## config.mk

```make
export PLATFORM = sky130hd
export DESIGN_NAME = dd_output_ctrl
export DESIGN_NICKNAME = d
export VERILOG_FILES = /design/src/rtl/dd_pkg.sv /design/src/rtl/dd_half_bridge.sv /design/src/rtl/dd_settle_timer.sv /design/src/rtl/dd_output_ctrl.sv
export VERILOG_INCLUDE_DIRS = /design/src /design/src/rtl
export SDC_FILE = /design/constraint.sdc
export NUM_CORES = 1
export LEC_CHECK = 0
export ABC_AREA = 0
export BUFFER_PORTS_ARGS = -buffer_cell sky130_fd_sc_hd__buf_2
export CAP_MARGIN = 20
export CORE_MARGIN = 1.5
export CORE_UTILIZATION = 50
export CTS_CLUSTER_DIAMETER = 30
export CTS_CLUSTER_SIZE = 24
export DETAILED_ROUTE_END_ITERATION = 10
export PLACE_DENSITY = 0.74
export SLEW_MARGIN = 20
export SYNTH_ARGS = -nofsm -noshare
export SYNTH_HDL_FRONTEND = slang
export SYNTH_SLANG_ARGS = --single-unit
```

## constraint.sdc

```tcl
create_clock -name core_clk -period 2.33 [get_ports core_clk]
set_clock_uncertainty 0.15 [all_clocks]
set_input_delay 0.699 -clock core_clk [delete_from_list [all_inputs] [get_ports core_clk]]
set_output_delay 0.699 -clock core_clk [all_outputs]
set_load 0.01 [all_outputs]
```

## src/rtl/dd_regs.svh

```systemverilog
// Register offsets, field positions and timing figures of the door driver output control bank.
// Assumes inclusion by bare name from design files under rtl/.
`ifndef DD_REGS_SVH
`define DD_REGS_SVH

// ****************************************
// Offsets
// ****************************************
`define DD_ADDR_W 6
`define DD_DATA_W 16
`define DD_ADDR_BRIDGE_CTRL 6'h00
`define DD_ADDR_LAMP_CTRL 6'h01

// ****************************************
// Field positions and masks
// ****************************************
`define DD_BRIDGE_CTRL_RESET 16'h0000
`define DD_LAMP_CTRL_RESET 16'h0000
`define DD_BRIDGE_CTRL_WMASK 16'hFFF1
`define DD_LAMP_CTRL_WMASK 16'hFFFE
`define DD_MODE_BIT 0
`define DD_BRIDGE_FIRST_HI_BIT 15
`define DD_BRIDGE_PIN_B_IDX 4
`define DD_LAMP7_HI_BIT 15
`define DD_LAMP7_LO_BIT 14
`define DD_LAMP8_HI_BIT 13
`define DD_LAMP8_LO_BIT 12
`define DD_LAMP9_BIT 11
`define DD_LAMP10_BIT 10
`define DD_LAMP11_BIT 9
`define DD_PULLDOWN_BIT 8
`define DD_DAC_MSB 7
`define DD_DAC_LSB 2
`define DD_MIRROR_EN_BIT 1

// ****************************************
// Mirror reference and timing
// ****************************************
`define DD_DAC_ZERO 6'h00
`define DD_DAC_CLAMP_CODE 6'h33
`define DD_CLK_PERIOD_NS 8
`define DD_SETTLE_TIME_NS 50000
`define DD_TIMER_W 20

`endif

```

## src/rtl/dd_pkg.sv

```systemverilog
// Types shared by the door driver output control bank.
// Assumes nothing beyond a SystemVerilog compiler.
package dd_pkg;

  // Gray coded along standby, settling, active
  typedef enum logic [1:0] {
    DD_STANDBY  = 2'b00,
    DD_SETTLING = 2'b01,
    DD_ACTIVE   = 2'b11
  } dd_state_type;

endpackage

```

## src/rtl/dd_half_bridge.sv

```systemverilog
// One half-bridge switch decoder with PWM gating and cross-conduction lockout.
// Assumes synchronised PWM input and a same-clock allow level.
module dd_half_bridge (
  input wire logic core_clk,
  input wire logic rst_n,
  input wire logic allow,
  input wire logic high_req,
  input wire logic low_req,
  input wire logic pwm_en,
  input wire logic pwm_level,
  output logic high_on,
  output logic low_on
);

  logic gate;

  assign gate = ~pwm_en | pwm_level;

  // [RULE5] exclusive switch decode
  // [RULE6] PWM gated drive
  always_ff @(posedge core_clk) begin
    if (!rst_n) begin
      high_on <= 1'b0;
      low_on <= 1'b0;
    end else begin
      high_on <= allow & gate & high_req & ~low_req;
      low_on <= allow & gate & low_req & ~high_req;
    end
  end

endmodule

```

## src/rtl/dd_settle_timer.sv

```systemverilog
// Settling timer that runs a fixed count after a start pulse.
// Assumes start is a one-cycle pulse and abort returns it to idle.
`include "dd_regs.svh"

module dd_settle_timer #(
  parameter int unsigned CYCLES = 1
) (
  input wire logic core_clk,
  input wire logic rst_n,
  input wire logic start,
  input wire logic abort,
  output logic busy
);

  logic [`DD_TIMER_W-1:0] count_q;

  always_ff @(posedge core_clk) begin
    if (!rst_n || abort) begin
      count_q <= '0;
      busy <= 1'b0;
    end else if (start) begin
      count_q <= `DD_TIMER_W'(CYCLES);
      busy <= 1'b1;
    end else if (count_q > `DD_TIMER_W'(1)) begin
      count_q <= count_q - `DD_TIMER_W'(1);
    end else begin
      count_q <= '0;
      busy <= 1'b0;
    end
  end

endmodule

```

## src/rtl/dd_output_ctrl.sv

```systemverilog
// Door driver output control bank: mode and output registers, drive decode, summary flags.
// Assumes a same-clock register port from the serial front end; fault and PWM pins are asynchronous.
//
// What this block does
// [RULE1] Supply/overcurrent summary ORs voltage and overcurrent faults
// [RULE2] Underload summary ORs underloads unless masked
// [RULE3] First bridge underloads can be masked alone
// [RULE4] Standby-to-active sets not-ready until settled
// [RULE5] Bridge bit pairs decode, never both switches
// [RULE6] Bridge PWM enable gates output by pin
// [RULE7] Mode bit selects standby or active
// [RULE8] Clearing mode clears registers, outputs off
// [RULE9] Host waits before re-requesting active mode
// [RULE10] Lamp fields decode LED, bulb, enables
// [RULE11] Lamp PWM enable gates by pin/internal
// [RULE12] Pull-down only when enabled and code zero
// [RULE13] Pull-down PWM enable gates by pin A
// [RULE14] Six-bit mirror reference code, default zero
// [RULE15] Reference clamped to 1.2 V unless full-scale
// [RULE16] Mirror enable drives pass, forces lamp ten
// [RULE17] Bridge five uses pin B, others A
// [RULE18] Full-scale reference spans code times 1.5/64
// [RULE19] Unused control bits read zero, ignore writes
// [RULE20] All control bits reset to zero
`include "dd_regs.svh"

module dd_output_ctrl #(
  parameter int unsigned SETTLE_CYCLES =
    (`DD_SETTLE_TIME_NS + `DD_CLK_PERIOD_NS - 1) / `DD_CLK_PERIOD_NS
) (
  input wire logic core_clk,
  input wire logic rst_n,
  input wire logic reg_wr_en,
  input wire logic reg_rd_en,
  input wire logic [`DD_ADDR_W-1:0] reg_addr,
  input wire logic [`DD_DATA_W-1:0] reg_wr_data,
  output logic [`DD_DATA_W-1:0] reg_rd_data,
  input wire logic [5:0] bridge_pwm_en,
  input wire logic [4:0] lamp_pwm_en,
  input wire logic mirror_pulldown_pwm_en,
  input wire logic internal_pwm_select,
  input wire logic internal_pwm_level,
  input wire logic full_scale_range,
  input wire logic underload_mask_bits,
  input wire logic [1:0] first_bridge_underload_mask,
  input wire logic ext_pwm_input_a,
  input wire logic ext_pwm_input_b,
  input wire logic supply_undervoltage,
  input wire logic supply_overvoltage,
  input wire logic [11:0] overcurrent_faults,
  input wire logic [5:0] bridge_high_underload,
  input wire logic [5:0] bridge_low_underload,
  input wire logic [4:0] lamp_underload,
  output logic [5:0] bridge_high_switch_enable,
  output logic [5:0] bridge_low_switch_enable,
  output logic [4:0] lamp_on,
  output logic [1:0] lamp_high_current,
  output logic lamp_output_ten,
  output logic mirror_pulldown_enable,
  output logic mirror_pass_drive,
  output logic [5:0] mirror_ref_code,
  output logic supply_overcurrent_summary,
  output logic underload_summary,
  output logic not_ready_flag,
  output logic active_mode
);

  // ****************************************
  // Pin synchronisers
  // ****************************************
  localparam int unsigned SYNC_W = 2 + 2 + 12 + 6 + 6 + 5;

  logic [SYNC_W-1:0] pins_raw;
  logic [SYNC_W-1:0] sync1_q;
  logic [SYNC_W-1:0] sync2_q;
  logic pwm_a;
  logic pwm_b;
  logic under_v;
  logic over_v;
  logic [11:0] oc_s;
  logic [5:0] under_hi_s;
  logic [5:0] under_lo_s;
  logic [4:0] under_lamp_s;

  assign pins_raw = {ext_pwm_input_a, ext_pwm_input_b, supply_undervoltage, supply_overvoltage,
                     overcurrent_faults, bridge_high_underload, bridge_low_underload, lamp_underload};

  // First stage feeds only the second stage
  always_ff @(posedge core_clk) begin
    if (!rst_n) begin
      sync1_q <= '0;
      sync2_q <= '0;
    end else begin
      sync1_q <= pins_raw;
      sync2_q <= sync1_q;
    end
  end

  assign {pwm_a, pwm_b, under_v, over_v, oc_s, under_hi_s, under_lo_s, under_lamp_s} = sync2_q;

  // ****************************************
  // Control registers
  // ****************************************
  logic [`DD_DATA_W-1:0] bridge_ctrl_q;
  logic [`DD_DATA_W-1:0] lamp_ctrl_q;
  logic wr_bridge;
  logic wr_lamp;
  logic mode_d;

  assign wr_bridge = reg_wr_en && (reg_addr == `DD_ADDR_BRIDGE_CTRL);
  assign wr_lamp = reg_wr_en && (reg_addr == `DD_ADDR_LAMP_CTRL);
  assign mode_d = reg_wr_data[`DD_MODE_BIT];

  // [RULE20] zero after reset
  // [RULE8] standby write wipes both registers
  // [RULE19] reserved bits masked on write
  always_ff @(posedge core_clk) begin
    if (!rst_n) begin
      bridge_ctrl_q <= `DD_BRIDGE_CTRL_RESET;
    end else if (wr_bridge) begin
      bridge_ctrl_q <= mode_d ? (reg_wr_data & `DD_BRIDGE_CTRL_WMASK) : `DD_BRIDGE_CTRL_RESET;
    end
  end

  // Lamp register only holds content while active; standby keeps it clear
  always_ff @(posedge core_clk) begin
    if (!rst_n) begin
      lamp_ctrl_q <= `DD_LAMP_CTRL_RESET;
    end else if (wr_bridge && !mode_d) begin
      lamp_ctrl_q <= `DD_LAMP_CTRL_RESET;
    end else if (wr_lamp && bridge_ctrl_q[`DD_MODE_BIT]) begin
      lamp_ctrl_q <= reg_wr_data & `DD_LAMP_CTRL_WMASK;
    end
  end

  // Read data registered; unmapped addresses answer zero
  always_ff @(posedge core_clk) begin
    if (!rst_n) begin
      reg_rd_data <= '0;
    end else if (reg_rd_en) begin
      case (reg_addr)
        `DD_ADDR_BRIDGE_CTRL: reg_rd_data <= bridge_ctrl_q;
        `DD_ADDR_LAMP_CTRL: reg_rd_data <= lamp_ctrl_q;
        default: reg_rd_data <= '0;
      endcase
    end
  end

  // ****************************************
  // Mode sequencing
  // ****************************************
  dd_pkg::dd_state_type state_q;
  dd_pkg::dd_state_type state_d;
  logic mode_q;
  logic settle_start;
  logic settle_busy;
  logic allow;

  assign mode_q = bridge_ctrl_q[`DD_MODE_BIT];
  // [RULE4] timer starts on standby-to-active
  assign settle_start = (state_q == dd_pkg::DD_STANDBY) && mode_q;

  dd_settle_timer #(
    .CYCLES(SETTLE_CYCLES)
  ) u_settle (
    .core_clk(core_clk),
    .rst_n(rst_n),
    .start(settle_start),
    .abort(~mode_q),
    .busy(settle_busy)
  );

  // [RULE7] mode bit steers standby or active
  always_comb begin
    state_d = state_q;
    case (state_q)
      dd_pkg::DD_STANDBY: begin
        if (mode_q) begin
          state_d = dd_pkg::DD_SETTLING;
        end
      end
      dd_pkg::DD_SETTLING: begin
        if (!mode_q) begin
          state_d = dd_pkg::DD_STANDBY;
        end else if (!settle_busy) begin
          state_d = dd_pkg::DD_ACTIVE;
        end
      end
      dd_pkg::DD_ACTIVE: begin
        if (!mode_q) begin
          state_d = dd_pkg::DD_STANDBY;
        end
      end
      default: state_d = dd_pkg::DD_STANDBY;
    endcase
  end

  always_ff @(posedge core_clk) begin
    if (!rst_n) begin
      state_q <= dd_pkg::DD_STANDBY;
    end else begin
      state_q <= state_d;
    end
  end

  // [RULE4] flag held through settling, outputs blocked
  assign allow = (state_q == dd_pkg::DD_ACTIVE);

  always_ff @(posedge core_clk) begin
    if (!rst_n) begin
      not_ready_flag <= 1'b0;
      active_mode <= 1'b0;
    end else begin
      not_ready_flag <= (state_d == dd_pkg::DD_SETTLING);
      active_mode <= mode_q;
    end
  end

  // ****************************************
  // Half-bridge outputs
  // ****************************************
  genvar gi;
  generate
    for (gi = 0; gi < 6; gi++) begin : g_bridge
      // [RULE17] bridge five follows pin B
      dd_half_bridge u_hb (
        .core_clk(core_clk),
        .rst_n(rst_n),
        .allow(allow),
        .high_req(bridge_ctrl_q[`DD_BRIDGE_FIRST_HI_BIT - 2 * gi]),
        .low_req(bridge_ctrl_q[`DD_BRIDGE_FIRST_HI_BIT - 1 - 2 * gi]),
        .pwm_en(bridge_pwm_en[gi]),
        .pwm_level((gi == `DD_BRIDGE_PIN_B_IDX) ? pwm_b : pwm_a),
        .high_on(bridge_high_switch_enable[gi]),
        .low_on(bridge_low_switch_enable[gi])
      );
    end
  endgenerate

  // ****************************************
  // Lamp outputs
  // ****************************************
  logic [4:0] lamp_req;
  logic [4:0] lamp_src;
  logic [4:0] lamp_gate;
  logic mirror_en;

  assign mirror_en = lamp_ctrl_q[`DD_MIRROR_EN_BIT];

  // [RULE10] two-bit modes for seven and eight
  assign lamp_req[0] = lamp_ctrl_q[`DD_LAMP7_HI_BIT] ^ lamp_ctrl_q[`DD_LAMP7_LO_BIT];
  assign lamp_req[1] = lamp_ctrl_q[`DD_LAMP8_HI_BIT] ^ lamp_ctrl_q[`DD_LAMP8_LO_BIT];
  assign lamp_req[2] = lamp_ctrl_q[`DD_LAMP9_BIT];
  assign lamp_req[3] = lamp_ctrl_q[`DD_LAMP10_BIT];
  assign lamp_req[4] = lamp_ctrl_q[`DD_LAMP11_BIT];

  // [RULE11] pin per lamp, internal unit for seven to ten
  assign lamp_src[0] = internal_pwm_select ? internal_pwm_level : pwm_a;
  assign lamp_src[1] = internal_pwm_select ? internal_pwm_level : pwm_b;
  assign lamp_src[2] = internal_pwm_select ? internal_pwm_level : pwm_a;
  assign lamp_src[3] = internal_pwm_select ? internal_pwm_level : pwm_b;
  assign lamp_src[4] = pwm_a;
  assign lamp_gate = ~lamp_pwm_en | lamp_src;

  // [RULE16] mirror enable forces lamp ten on
  always_ff @(posedge core_clk) begin
    if (!rst_n) begin
      lamp_on <= '0;
      lamp_high_current <= '0;
    end else begin
      lamp_on <= {5{allow}} & ((lamp_req & lamp_gate) | {1'b0, mirror_en, 3'b000});
      lamp_high_current[0] <= allow & lamp_ctrl_q[`DD_LAMP7_HI_BIT] & ~lamp_ctrl_q[`DD_LAMP7_LO_BIT];
      lamp_high_current[1] <= allow & lamp_ctrl_q[`DD_LAMP8_HI_BIT] & ~lamp_ctrl_q[`DD_LAMP8_LO_BIT];
    end
  end

  assign lamp_output_ten = lamp_on[3];

  // ****************************************
  // Mirror controller
  // ****************************************
  logic [5:0] dac_code;

  // [RULE14] six-bit reference field
  assign dac_code = lamp_ctrl_q[`DD_DAC_MSB:`DD_DAC_LSB];

  always_ff @(posedge core_clk) begin
    if (!rst_n) begin
      mirror_pulldown_enable <= 1'b0;
      mirror_pass_drive <= 1'b0;
      mirror_ref_code <= `DD_DAC_ZERO;
    end else begin
      // [RULE12] pull-down only at code zero
      // [RULE13] pull-down gated by pin A
      mirror_pulldown_enable <= allow & lamp_ctrl_q[`DD_PULLDOWN_BIT] & (dac_code == `DD_DAC_ZERO)
                                & (~mirror_pulldown_pwm_en | pwm_a);
      // [RULE16] pass transistor drive
      mirror_pass_drive <= allow & mirror_en;
      // [RULE15] clamp near 1.2 V in reduced range
      // [RULE18] full range passes code unchanged
      if (!full_scale_range && dac_code > `DD_DAC_CLAMP_CODE) begin
        mirror_ref_code <= `DD_DAC_CLAMP_CODE;
      end else begin
        mirror_ref_code <= dac_code;
      end
    end
  end

  // ****************************************
  // Summary flags
  // ****************************************
  logic [5:0] under_hi_kept;
  logic [5:0] under_lo_kept;

  // [RULE3] first bridge masks act alone
  assign under_hi_kept = under_hi_s & ~{5'b00000, first_bridge_underload_mask[1]};
  assign under_lo_kept = under_lo_s & ~{5'b00000, first_bridge_underload_mask[0]};

  always_ff @(posedge core_clk) begin
    if (!rst_n) begin
      supply_overcurrent_summary <= 1'b0;
      underload_summary <= 1'b0;
    end else begin
      // [RULE1] voltage and overcurrent OR
      supply_overcurrent_summary <= under_v | over_v | (|oc_s);
      // [RULE2] underload OR with global mask
      underload_summary <= ~underload_mask_bits & ((|under_hi_kept) | (|under_lo_kept) | (|under_lamp_s));
    end
  end

endmodule

```

==> results.txt <==
Status = complete, no violations
Worst-path clk slew = 0.07 ns
Placer congestion estimate = 0.827
Clk_lat worst skew = 0.42 ns
FP Rows = 38
Iteration-0 DRC Markers = 292
Vias = 4357
Yosys warns = 0
CP Data Arrival Time = 2.15 ns
Worst VDD drop = 503 µV
Layout cells sized above 1 = 0.258
DR vias/cell = 5.19
Ys async rst share = 0
DRC violations left = 0
Area Overhead vs Synth = 22.2%
Post-Place Cells = 806
Worst Hold Class = input port to register
CTS tree = yes
Gate Count Post-Synth = 571
Design area = 7030 µm²
# IOs = 125
CTS Sinks = 164
Final setup vio count = 0
Pre-CTS WS = 0.0803 ns
P_leak = 3.09 nW
Prevailing post-synth register cell = dfxtp_1
Final Total Pwr = 5.85 mW
Seq cells post-synth = 164
Full die area = 12200 µm²
Mapped Area = 5750 µm²
Hold Vio Cnt, Final = 0
Final wirelength = 12500 µm
Aggregate negative setup slack = 0 ns
Setup ws final = 0.309 ns
Router iterations before antenna repair = 5
Final Max Slew Viols = 0
Max H-tree Level = 4
Seq/Total Area, Yosys = 0.571
Max clock buf depth = 2
HPWL after DPL = 8480 µm
Most frequent cells in the layout = dfxtp_1 (164), buf_2 (124), and2_1 (70)
Fillers = 891
MaxCap Viol Count = 0
Worst-Margin Slew = 0.794 ns
Most common cell after layout, fill and taps aside = dfxtp_1
Tcrit/Tclk final = 0.868
First-pass GRT wire length = 19500 µm
Crit. End Element = register
Max Clock Freq = 495 MHz
Nets = 764
Area after DPL = 6440 µm²
Avg Cell Area, Syn = 10.1 µm²
Critical path class = register to register
Vias in the first global route = 4000
Tmin final = 2.02 ns
Slew margin rel. = 0.470
Netlist cell types = 46
Core Region = 11000 µm²
Post-CTS Setup Bufs = 0
EDFF count, synth = 0
Die height = 110 µm
Number of CTS-inserted buffers = 17
Syn_nets = 650
Worst Path Max Fanout = 10
PortBufs = 124
Largest net degree at the start of global routing = 47
Layout Cells excl Fill = 839
Startpoint types = register
GRT Total Usage = 0.214
CP required = 2.46 ns
Die W = 110 µm
Starting Density = 0.521
RSZ-0062 raised after global routing = false
Total congestion overflow = 0
Post-CTS sizing = 0
Count of hold-fix buffers inserted at cts = 0
PD cells = 832 nW/µm²
Per-cell routed wire length = 14.9 µm
Remaining antenna violation count = 0
Initial antenna violation count = 1
Clk root buf = clkbuf_16
[worst max-delay path, stage by stage, from the launching register on]
cell     delay (ns)
dfxtp_1        0.35
inv_1          0.08
ha_1           0.33
o21ba_2        0.22
nand2_1        0.14
o31ai_4        0.48
nor2_1         0.13
[report_power, final]
part | switching (mW) | internal (mW) | total [mW]
clock | 1.18 | 1.56 | 2.74
sequential | 0.0217 | 2.87 | 2.89
combinational | 0.113 | 0.106 | 0.219
[cell usage after synthesis, types with 3 or more instances]
library cell | count | area [µm²]
xor2_1 | 8 | 70.1
buf_4 | 16 | 120
dfxtp_1 | 164 | 3280
nand4_1 | 6 | 37.5
nand2b_1 | 4 | 25.0
mux2i_1 | 20 | 200
o21ai_0 | 22 | 110
nor2_1 | 42 | 158
nor3_1 | 7 | 35.0
a22oi_1 | 12 | 90.1
a211oi_1 | 3 | 22.5
clkbuf_1 | 17 | 63.8
a21oi_1 | 41 | 205
and2_1 | 70 | 438
and3_1 | 6 | 37.5
nand2_1 | 25 | 93.8
nor3b_1 | 14 | 105
xnor2_1 | 5 | 43.8
nor4_1 | 7 | 43.8
inv_1 | 20 | 75.1
buf_2 | 5 | 25.0
o31ai_1 | 5 | 37.5
nand3_1 | 23 | 115
[through the flow]
stage / hold slack, ns / util
floorplan: 0.262 / -
global placement: 0.264 / 0.584
detailed placement: 0.268 / 0.584
CTS: 0.269 / 0.637
global route: 0.273 / 0.637
finish: 0.281 / 0.637
[metal layers]
| layer | routed length (µm) | vias up | global-route usage |
|---|---|---|---|
| li1 | - | 2164 | - |
| met1 | 5310 | 1999 | 0.267 |
| met2 | 6000 | 171 | 0.348 |
| met3 | 962 | 23 | 0.0635 |
| met4 | 248 | 0 | 0.0861 |
| met5 | 0 | - | 0 |
[sequential cells by signal, summed over array words and instances (netlist names), 2 cells and up]
name	flops
sync1_q	33
sync2_q	33
u_settle.count_q	20
reg_rd_data	16
lamp_ctrl_q	15
bridge_ctrl_q	13
g_bridge.u_hb.high_on	6
g_bridge.u_hb.low_on	6
mirror_ref_code	6
lamp_on	5
lamp_high_current	2
state_q	2
[layout make-up]
cell class / instances / area, µm² / area share
clock inverter: 13 / 135 / 0.0192
timing repair buffer: 134 / 733 / 0.104
antenna: 1 / 2.50 / 0.000356
tap: 140 / 175 / 0.0249
inverter: 20 / 75.1 / 0.0107
sequential: 164 / 3280 / 0.467
clock buffer: 19 / 453 / 0.0644
multi-input combinational: 348 / 2170 / 0.309
[final timing paths]
check | startpoint | depth (start not counted) | slack, ns | to
max reg2reg | u_settle.count_q[0] | 6 | 0.31 | u_settle.count_q[2]
max | u_settle.count_q[0] | 6 | 0.31 | u_settle.count_q[2]
min | underload_mask_bits | 2 | 0.28 | underload_summary
min reg2reg | sync1_q[12] | 1 | 0.28 | sync2_q[12]
[logic make-up after synthesis]
group,synth area share
xor+xnor,0.0198
flops,0.571
mux,0.0348
compound gates,0.0979
simple gates,0.221
fa+ha+maj,0.00435
buf+inv,0.0513
No activity file was read; power rests on OpenSTA's default activity.
